<file path="src/hdl/atpwm_pkg.sv">
package atpwm_pkg;

  // Register offsets
  localparam logic [7:0] ADDR_TCS  = 8'h0D;
  localparam logic [7:0] ADDR_CNTH = 8'h0E;
  localparam logic [7:0] ADDR_CNTL = 8'h0F;
  localparam logic [7:0] ADDR_RLDH = 8'h10;
  localparam logic [7:0] ADDR_RLDL = 8'h11;
  localparam logic [7:0] ADDR_PCR  = 8'h12;
  localparam logic [7:0] ADDR_PSR  = 8'h13;
  localparam logic [7:0] ADDR_DTYH = 8'h17;
  localparam logic [7:0] ADDR_DTYL = 8'h18;

  // Field positions
  localparam int TCS_CK_LSB = 3;
  localparam int TCS_CK_W   = 2;
  localparam int TCS_OVF    = 2;
  localparam int TCS_OVERFLOW_IRQ_ENABLE  = 1;
  localparam int TCS_COMPARE_IRQ_ENABLE  = 0;
  localparam int PSR_POL    = 1;
  localparam int PSR_CMPF   = 0;
  localparam int PCR_EN     = 0;
  localparam int CNT_W      = 12;
  localparam int LO_W       = 8;
  localparam int HI_W       = CNT_W - LO_W;

  // Reset and fixed values
  localparam logic [7:0]       REG_RST = 8'h00;
  localparam logic [HI_W-1:0]  HI_PAD  = 4'h0;
  localparam logic [CNT_W-1:0] CNT_RST = 12'h000;
  localparam logic [CNT_W-1:0] CNT_ONE = 12'h001;
  localparam logic [CNT_W-1:0] CNT_MAX = 12'hFFF;

  // Counter clock select codes, in field order
  typedef enum logic [1:0] {
    CKS_OFF,
    CKS_LITE,
    CKS_CPU,
    CKS_RSVD
  } atpwm_cks_t;

endpackage

</file>
<file path="src/hdl/atpwm_tick_if.sv">
`timescale 1ns/1ns
interface atpwm_tick_if;
  logic [1:0] sel;
  logic       tick;
  modport src (input sel, output tick);
  modport dst (output sel, input tick);
endinterface

</file>
<file path="src/hdl/atpwm_clk_sel.sv">
`timescale 1ns/1ns
module atpwm_clk_sel
  import atpwm_pkg::*;
(
  // Clock and reset
  input wire logic     mclk,
  input wire logic     rst_b,
  // Timebase from the lite timer
  input wire logic     lite_timebase_clock,
  // Counter clock enable
  atpwm_tick_if.src    tk
);

  typedef struct packed {
    logic sync1;
    logic sync2;
    logic prev;
    logic tick;
  } atpwm_cs_t;

  atpwm_cs_t s;
  atpwm_cs_t next_s;

  always_comb begin
    next_s       = s;
    next_s.sync1 = lite_timebase_clock;
    next_s.sync2 = s.sync1;
    next_s.prev  = s.sync2;
    // Reserved code falls through to off
    case (atpwm_cks_t'(tk.sel))
      CKS_LITE: next_s.tick = s.sync2 && !s.prev;
      CKS_CPU:  next_s.tick = 1'b1;
      default:  next_s.tick = 1'b0;
    endcase
  end

  always_ff @(posedge mclk or negedge rst_b) begin
    if (!rst_b) begin
      s <= '0;
    end else begin
      s <= next_s;
    end
  end

  assign tk.tick = s.tick;

endmodule // atpwm_clk_sel

</file>
<file path="src/hdl/atpwm_top.sv">
`timescale 1ns/1ns
// Overview of operation
// - Clock select 00 stops counter, 01 lite timebase, 10 CPU clock, 11 reserved.
// - Overflow flag set at max-to-reload; cleared by status read, writes ignored.
// - Overflow flag stays set for at least one counter clock cycle.
// - Overflow interrupt enable gates overflow request; read/write, reset clears.
// - Compare interrupt enable masks compare request; reset clears.
// - 12-bit counter increments per counter clock; high byte upper bits read zero.
// - Each overflow loads the reload value into the counter.
// - Counter resets to zero and is read-only.
// - Reload value sets counter period and PWM frequency.
// - Pin enable set uses duty as PWM duty; clear uses it as compare target.
// - Polarity bit passes PWM unchanged at 0, inverted at 1.
// - Compare flag set on counter match; cleared by PWM status read.
// - Pin enable 0 releases pin; 1 drives PWM onto it.
// - PWM goes high on overflow, low on duty match, before polarity.
// - PWM duty is preloaded and transferred to active duty at overflow.
// - Duty high write suspends compare until duty low write.
// - Compare mode loads duty immediately; no compare while value is zero.
module atpwm_top
  import atpwm_pkg::*;
(
  // Clock and reset
  input  wire logic       mclk,
  input  wire logic       rst_b,
  // Register port
  input  wire logic [7:0] reg_addr,
  input  wire logic [7:0] reg_wdata,
  input  wire logic       reg_wr,
  input  wire logic       reg_rd,
  output logic      [7:0] reg_rdata,
  // Timebase from the lite timer
  input  wire logic       lite_timebase_clock,
  // PWM pin
  output logic            pwm_output,
  output logic            pwm_output_oe,
  // Interrupt requests
  output logic            ovf_irq,
  output logic            cmp_irq
);

  typedef struct packed {
    logic [1:0]       cks;
    logic             ovf;
    logic             ovf_hold;
    logic             ovf_ie;
    logic             cmp_ie;
    logic [CNT_W-1:0] cnt;
    logic [CNT_W-1:0] rld;
    logic             pin_en;
    logic             pol;
    logic             cmpf;
    logic [HI_W-1:0]  duty_hi;
    logic [LO_W-1:0]  duty_lo;
    logic [CNT_W-1:0] shadow;
    logic             lock;
    logic             pwm_lvl;
    logic             pwm_pin;
    logic [7:0]       rdata;
  } atpwm_state_t;

  atpwm_state_t     s;
  atpwm_state_t     next_s;
  logic             ovf_ev;
  logic             match;
  logic [CNT_W-1:0] duty;
  logic [CNT_W-1:0] target;
  logic [CNT_W-1:0] cnt_inc;

  atpwm_tick_if tk ();

  atpwm_clk_sel u_clk_sel (
    .mclk                (mclk),
    .rst_b               (rst_b),
    .lite_timebase_clock (lite_timebase_clock),
    .tk                  (tk.src)
  );

  assign tk.sel = s.cks;

  always_comb begin
    duty    = {s.duty_hi, s.duty_lo};
    // Compare mode sees the written value at once, PWM only the shadow
    target  = s.pin_en ? s.shadow : duty;
    cnt_inc = s.cnt + CNT_ONE;
    ovf_ev  = tk.tick && (s.cnt == CNT_MAX);
    match   = tk.tick && !ovf_ev && !s.lock && (cnt_inc == target)
              && (s.pin_en || (target != CNT_RST));
  end

  always_comb begin
    next_s          = s;
    next_s.rdata    = REG_RST;
    next_s.ovf_hold = s.ovf_hold && !tk.tick;

    // Reads: value before any clear; reserved bits stay zero
    if (reg_rd) begin
      if (reg_addr == ADDR_TCS) begin
        next_s.rdata[TCS_CK_LSB +: TCS_CK_W] = s.cks;
        next_s.rdata[TCS_OVF]                = s.ovf;
        next_s.rdata[TCS_OVERFLOW_IRQ_ENABLE]              = s.ovf_ie;
        next_s.rdata[TCS_COMPARE_IRQ_ENABLE]              = s.cmp_ie;
        if (!s.ovf_hold) begin
          next_s.ovf = 1'b0;
        end
      end else if (reg_addr == ADDR_CNTH) begin
        next_s.rdata = {HI_PAD, s.cnt[CNT_W-1:LO_W]};
      end else if (reg_addr == ADDR_CNTL) begin
        next_s.rdata = s.cnt[LO_W-1:0];
      end else if (reg_addr == ADDR_RLDH) begin
        next_s.rdata = {HI_PAD, s.rld[CNT_W-1:LO_W]};
      end else if (reg_addr == ADDR_RLDL) begin
        next_s.rdata = s.rld[LO_W-1:0];
      end else if (reg_addr == ADDR_PCR) begin
        next_s.rdata[PCR_EN] = s.pin_en;
      end else if (reg_addr == ADDR_PSR) begin
        next_s.rdata[PSR_POL]  = s.pol;
        next_s.rdata[PSR_CMPF] = s.cmpf;
        next_s.cmpf            = 1'b0;
      end else if (reg_addr == ADDR_DTYH) begin
        next_s.rdata = {HI_PAD, s.duty_hi};
      end else if (reg_addr == ADDR_DTYL) begin
        next_s.rdata = s.duty_lo;
      end
    end

    // Writes: flags and counter are not writable
    if (reg_wr) begin
      if (reg_addr == ADDR_TCS) begin
        next_s.cks    = reg_wdata[TCS_CK_LSB +: TCS_CK_W];
        next_s.ovf_ie = reg_wdata[TCS_OVERFLOW_IRQ_ENABLE];
        next_s.cmp_ie = reg_wdata[TCS_COMPARE_IRQ_ENABLE];
      end else if (reg_addr == ADDR_RLDH) begin
        next_s.rld[CNT_W-1:LO_W] = reg_wdata[HI_W-1:0];
      end else if (reg_addr == ADDR_RLDL) begin
        next_s.rld[LO_W-1:0] = reg_wdata;
      end else if (reg_addr == ADDR_PCR) begin
        next_s.pin_en = reg_wdata[PCR_EN];
      end else if (reg_addr == ADDR_PSR) begin
        next_s.pol = reg_wdata[PSR_POL];
      end else if (reg_addr == ADDR_DTYH) begin
        next_s.duty_hi = reg_wdata[HI_W-1:0];
        next_s.lock    = 1'b1;
      end else if (reg_addr == ADDR_DTYL) begin
        next_s.duty_lo = reg_wdata;
        next_s.lock    = 1'b0;
      end
    end

    // Counting; hardware sets come last so they beat a clearing read
    if (ovf_ev) begin
      next_s.cnt      = s.rld;
      next_s.ovf      = 1'b1;
      next_s.ovf_hold = 1'b1;
      // Half-written duty is taken as is, like the old shadow behaviour
      next_s.shadow   = duty;
      next_s.pwm_lvl  = 1'b1;
    end else if (tk.tick) begin
      next_s.cnt = cnt_inc;
    end
    if (match) begin
      next_s.cmpf = 1'b1;
      if (s.pin_en) begin
        next_s.pwm_lvl = 1'b0;
      end
    end

    // Pin low while released so the pad sees no stale level
    next_s.pwm_pin = next_s.pin_en && (next_s.pwm_lvl ^ next_s.pol);
  end

  always_ff @(posedge mclk or negedge rst_b) begin
    if (!rst_b) begin
      s <= '0;
    end else begin
      s <= next_s;
    end
  end

  assign reg_rdata     = s.rdata;
  assign pwm_output    = s.pwm_pin;
  assign pwm_output_oe = s.pin_en;
  assign ovf_irq       = s.ovf && s.ovf_ie;
  assign cmp_irq       = s.cmpf && s.cmp_ie;
endmodule // atpwm_top

</file>
<file path="config.mk">
export PLATFORM = sky130hd
export DESIGN_NAME = atpwm_top
export DESIGN_NICKNAME = d
export VERILOG_FILES = /design/src/hdl/atpwm_pkg.sv /design/src/hdl/atpwm_tick_if.sv /design/src/hdl/atpwm_clk_sel.sv /design/src/hdl/atpwm_top.sv
export SDC_FILE = /design/constraint.sdc
export NUM_CORES = 1
export LEC_CHECK = 0
export ABC_AREA = 1
export BUFFER_PORTS_ARGS = -buffer_cell sky130_fd_sc_hd__clkbuf_2
export CORE_MARGIN = 2
export CORE_UTILIZATION = 64
export CTS_BUF_LIST = sky130_fd_sc_hd__clkbuf_16
export DETAILED_ROUTE_END_ITERATION = 8
export PLACE_DENSITY = 0.85
export SLEW_MARGIN = 0
export SYNTH_ARGS = -nofsm -noshare
export SYNTH_HDL_FRONTEND = slang
export SYNTH_SLANG_ARGS = --single-unit
</file>
<file path="constraint.sdc">
create_clock -name mclk -period 4.26 [get_ports mclk]
set_clock_uncertainty 0.2 [all_clocks]
set_input_delay 0.639 -clock mclk [delete_from_list [all_inputs] [get_ports mclk]]
set_output_delay 0.639 -clock mclk [all_outputs]
set_load 0.01 [all_outputs]
</file>
# Word-level counts from Yosys, hierarchy flattened
# Cells that the tools add are included.
# word_totals
reg_bits	72
in_bits	21
output_inout_bits	12
wordCells	122
# op_classes
addsub	1
eq_ne	20
muxes	42
bitwise_logic	7
n_reduce_logical	30
# ops
operator	count
two-way mux 8 bit	7
== test 8 x 5 -> 1 bit, second input constant	6
two-way mux 12 bit	3
== test 8 x 4 -> 1 bit, second input constant	3
two-way mux 1 bit	21
AND reduction 8 bit	2
AND reduction 7 bit	2
adder 12 x 1 -> 12 bit, second input constant	1
== test 12 bit	1
== test 12 bit, second input constant	1
two-way mux 2 bit	6
inequality test 2 bit, second input constant	6
nonzero test 12 bit	1
nonzero test 2 bit	6
logical AND 1 bit	10
two-way mux 7 bit	1
two-way mux 6 bit	1
NOT 1 bit	6
AND reduction 3 bit	2
two-way mux 5 bit	1
zero test 1 bit	4
AND reduction 4 bit	1
two-way mux 3 bit	1
== test 2 x 1 -> 1 bit, second input constant	1
6 further kinds	6

# Logic depth before layout (Yosys ltp)
# logic_depth
word_depth	11
ltp_mapped	17
mapped_depth_nobuf	16

# By module
# A second synthesis with hierarchy kept.
# hier_totals
cells_unflattened	530
hier_area_um2	4041.4
# modules_own_cells
module	instances	cells_per_inst	area_each_um2	seq_area_each_um2
atpwm_top	1	518	3882.5	1701.6
atpwm_clk_sel	1	12	158.9	100.1

# Worst setup path before layout
# OpenSTA, ideal clock, no wires.
# synth_timing
path_type	register to register
from	reg s[51] in the netlist's numbering
to	reg s (netlist bit pwm_output)
setup_time_ns	0.125
t_arrival_ns	1.714
t_required_ns	3.935
path_slack_ns	2.220
stages_incl_launch_ff	17
n_path_buf	1
period_less_slack_ns	2.040
path_cell_list	dfrtp_1 > ha_1 > buf_2 > nand3_1 > inv_1 > nand3_2 > nand2_2 > inv_2 > nand2_1 > nor2_2 > nand3_2 > nor2_2 > nand3_2 > nand2_1 > nand2_1 > nand2_1 > nor2_1
# synth_rtl
element	line	source
start, declared	atpwm_top.sv:62	atpwm_state_t s;
start signal, assigned	atpwm_top.sv:176	s <= next_s;

# Final worst setup path
# layout_timing
from	reg s[50] in the netlist's numbering
to	reg s[54] in the netlist's numbering
# layout_between
elab_chain_cells	3
elab_cells_between_ends	6
cone_classes	add/sub (1); eq/ne (1); mux (2); reduce/logical (2)
# layout_lines
element	line
adder 12 x 1 -> 12 bit or == test 12 bit (tied branches)	atpwm_top.sv:85, atpwm_top.sv:86
two-way mux 12 bit or logical AND 1 bit (tied branches)	atpwm_top.sv:158, atpwm_top.sv:86
two-way mux 12 bit or nonzero test 2 bit (tied branches)	--
# Several ways; a longest one is shown, not always the timed one. The select of a mux whose other input is x is not followed.
# A chain may end at the register's enable or synchronous reset.

==> reports/summary.txt <==
status = finished clean
antenna-violating nets left = 0
detailed-route wire length per cell = 17.0 um
share of the synthesized area in the top cell type = 45.2%
Period Utilization, post-route = 75.3%
fraction of layout cells with a size suffix above 1 = 12.6%
Mapped Cells = 526
Synth Area in Compound Gates = 15.0%
DRC Markers = 0
Post-Synth XOR/XNOR Area = 1.00%
RSZ-0062 raised after global routing = false
clock slew at reported path FFs = 0.06 ns
clk_lat worst skew = 0.33 ns
vias in the first global route = 3,644
die area = 6880 sq um
slowest stage delay, CP = 0.65 ns
sequential element share of the synthesized area = 45.2%
Synth area leaders = dfrtp_1 45%, nand2_1 14%, inv_1 7.8%
Worst setup SP type = flip-flop
clk buf depth = 2
combinational family with the most area after synthesis = simple AND/OR/NAND/NOR gates
post-synthesis to final-layout area growth = 9.79%
Distinct cells, synth = 41
Slew HR = 40.9%
pins over their slew limit = 0
drt via density = 5.91
final setup vio count = 0
row count = 28
mux cell area share after synthesis = 0%
Post-Synth Simple-Gate Area = 26.4%
Worst path slowest cell = nor2_1
initial antenna violation count = 0
gpl congestion = 0.992
post-CTS sizing = 0
Avg Cell Area, Syn = 7.58 sq um
first-pass GRT wire length = 17,700 um
diode count = 0
synthesized flop and latch total = 72
dpl hpwl = 7930 um
largest net degree at the start of global routing = 44
top-level I/O count = 33
die width = 82.9 um
Max Clk Rate = 312 MHz
gr ovfl total = 0
drt total wl = 10,700 um
Final TNS setup = 0 ns
Final nets = 575
CTS tree = yes
cell area after layout = 4380 sq um
Post-synth top flop = dfrtp_1
Max-Cap Viols = 0
Pleak = 0.00218 uW
H-Tree Depth = 3
Power Dens Cells = 342 nW/um^2
crit path max fanout = 22
Vert. Die Dim = 82.9 um
Async SR Flop Fraction = 100%
PortBufs = 32
Peak VDD IR = 0.390 mV
syn_nets = 550
Initial Utilization = 67.0%
post-synth top area cell = dfrtp_1
Tot GR Track Use = 32.6%
Synth Area in Adders = 0.941%
Setup CP Type = reg2reg
CP Capture Type = flip-flop
worst path cell trace = ha_1, nand3_1, inv_1, nand3_2, nor2_1, inv_1, o21ai_0, o21ai_0
placed instance area = 4120 sq um
CTS sink cnt = 72
Hold Vio Cnt, Final = 0
total CTS buffers = 9
clk root buf = clkbuf_16
Fillers = 458
Arrival @ worst endpoint = 3.20 ns
core area = 5960 sq um
first drt pass iteration count = 6
min Tclk post-route = 3.21 ns
CTS hold repair buffers = 0
Yosys warnings = 0
Initial DRC Count = 342
HP Class = in2async
Worst EP required = 4.25 ns
DR vias = 3,721
Post-CTS Setup Repair Bufs = 0
EDFF count, synth = 0
synthesized cell area = 3990 sq um
Worst-Margin Slew = 0.879 ns
-- report_power, final --
group | internal (uW) | leakage, uW | switching, uW | total [uW]
Clock | 382 | 0.000127 | 278 | 660
Sequential | 706 | 0.000969 | 22.3 | 728
Combinational | 35.7 | 0.00109 | 73.7 | 109
-- registers in the layout (all words and copies together), names as in the netlist, named ones only --
name / cells
s: 43
u_clk_sel.tk.tick: 1
tk.sel: 2
u_clk_sel.next_s: 2
pwm_output: 1
duty: 12
u_clk_sel.s: 1
reg_rdata: 8
pwm_output_oe: 1
-- kinds of logic after synthesis --
group | after synthesis
AOI/OAI and AO/OA | 103
xor gates and xnor gates | 3
adders and majority gates | 3
buffers and inverters | 107
DFF | 72
and+or+nand+nor | 238
-- cell usage after synthesis (2+ instances only) --
cell      count
nand2_1     150
inv_1        83
dfrtp_1      72
o21ai_0      62
nor2_1       29
nand3_1      20
a21oi_1      11
nand4_1      10
o221ai_1     10
buf_4         9
nand2_2       6
o22ai_1       6
nor2_2        5
buf_2         4
clkbuf_1      4
nand3_2       4
nand3b_1      4
ha_1          3
inv_2         3
o211ai_1      3
buf_6         2
clkinv_1      2
nand2_4       2
nor4_1        2
o21ai_2       2
o31ai_1       2
xor2_1        2
-- cells in the final DEF, fill, tap and decap left out, types with 2 or more instances in the layout --
cell type,instances
clkbuf_16,9
o221ai_1,10
nand2_2,6
xor2_1,2
nor2_1,29
nand3_1,20
clkinv_1,4
nor2_2,5
o31ai_1,2
inv_1,84
clkinv_2,2
inv_2,3
o211ai_1,3
o21ai_2,2
nor4_1,2
dfrtp_1,72
nand3b_1,4
o21ai_0,62
nand3_2,4
o22ai_1,6
a21oi_1,11
nand4_1,10
nand2_1,150
clkbuf_2,31
ha_1,3
nand2_4,2
-- area by class of cell --
class,count,area [sq um],share of cell area [%]
clock buffers,9,225,5.14
clock inverters,6,28.8,0.657
inverters,88,330,7.55
multi-input cells,347,1730,39.5
flip-flops and latches,72,1800,41.2
well taps,75,93.8,2.14
repair buffers,33,168,3.83
-- routing by layer --
| layer | part of all wire (%) | global-route usage (%) | up-vias |
|---|---|---|---|
| li1 | - | - | 1741 |
| met1 | 41 | 44.9 | 1758 |
| met2 | 47 | 51.9 | 193 |
| met3 | 8.5 | 5.07 | 29 |
| met4 | 3.2 | 13.7 | 0 |
| met5 | 0 | 0 | - |
-- path summary, 6_finish.rpt --
check                      cells past startpoint             endpoint           startpoint  slack (ns)
max reg2reg                                    8                s[54]                s[50]        1.05
max in group asynchronous                      2                s[16]                rst_b        2.71
max                                            8                s[54]                s[50]        1.05
min reg2reg                                    0  u_clk_sel.next_s[1]  u_clk_sel.next_s[2]        0.15
min                                            1  u_clk_sel.next_s[1]                rst_b        0.14
min in group mclk                              0  u_clk_sel.next_s[1]  u_clk_sel.next_s[2]        0.15
-- through the flow --
stage                     instances  total power (uW)  worst slack, ns  utilization, %  hold slack (ns)
after floorplan                 526               796             2.22               -            0.131
after global placement          615               841             1.42            69.2            0.134
after detailed placement        615               846             1.17            69.2            0.143
after CTS                       630              1500             1.14            73.5            0.155
after global routing            630              1550            0.818            73.5            0.176
final                           630              1500             1.05            73.5            0.144
-- critical path: cells and delay by family (launching register included) --
family	cells	cell delay, ns
compound gates	2	0.42
simple gates	3	0.91
buf+inv	2	0.65
flops	1	0.50
fa+ha+maj	1	0.37
No activity file was read; power rests on OpenSTA's default activity.
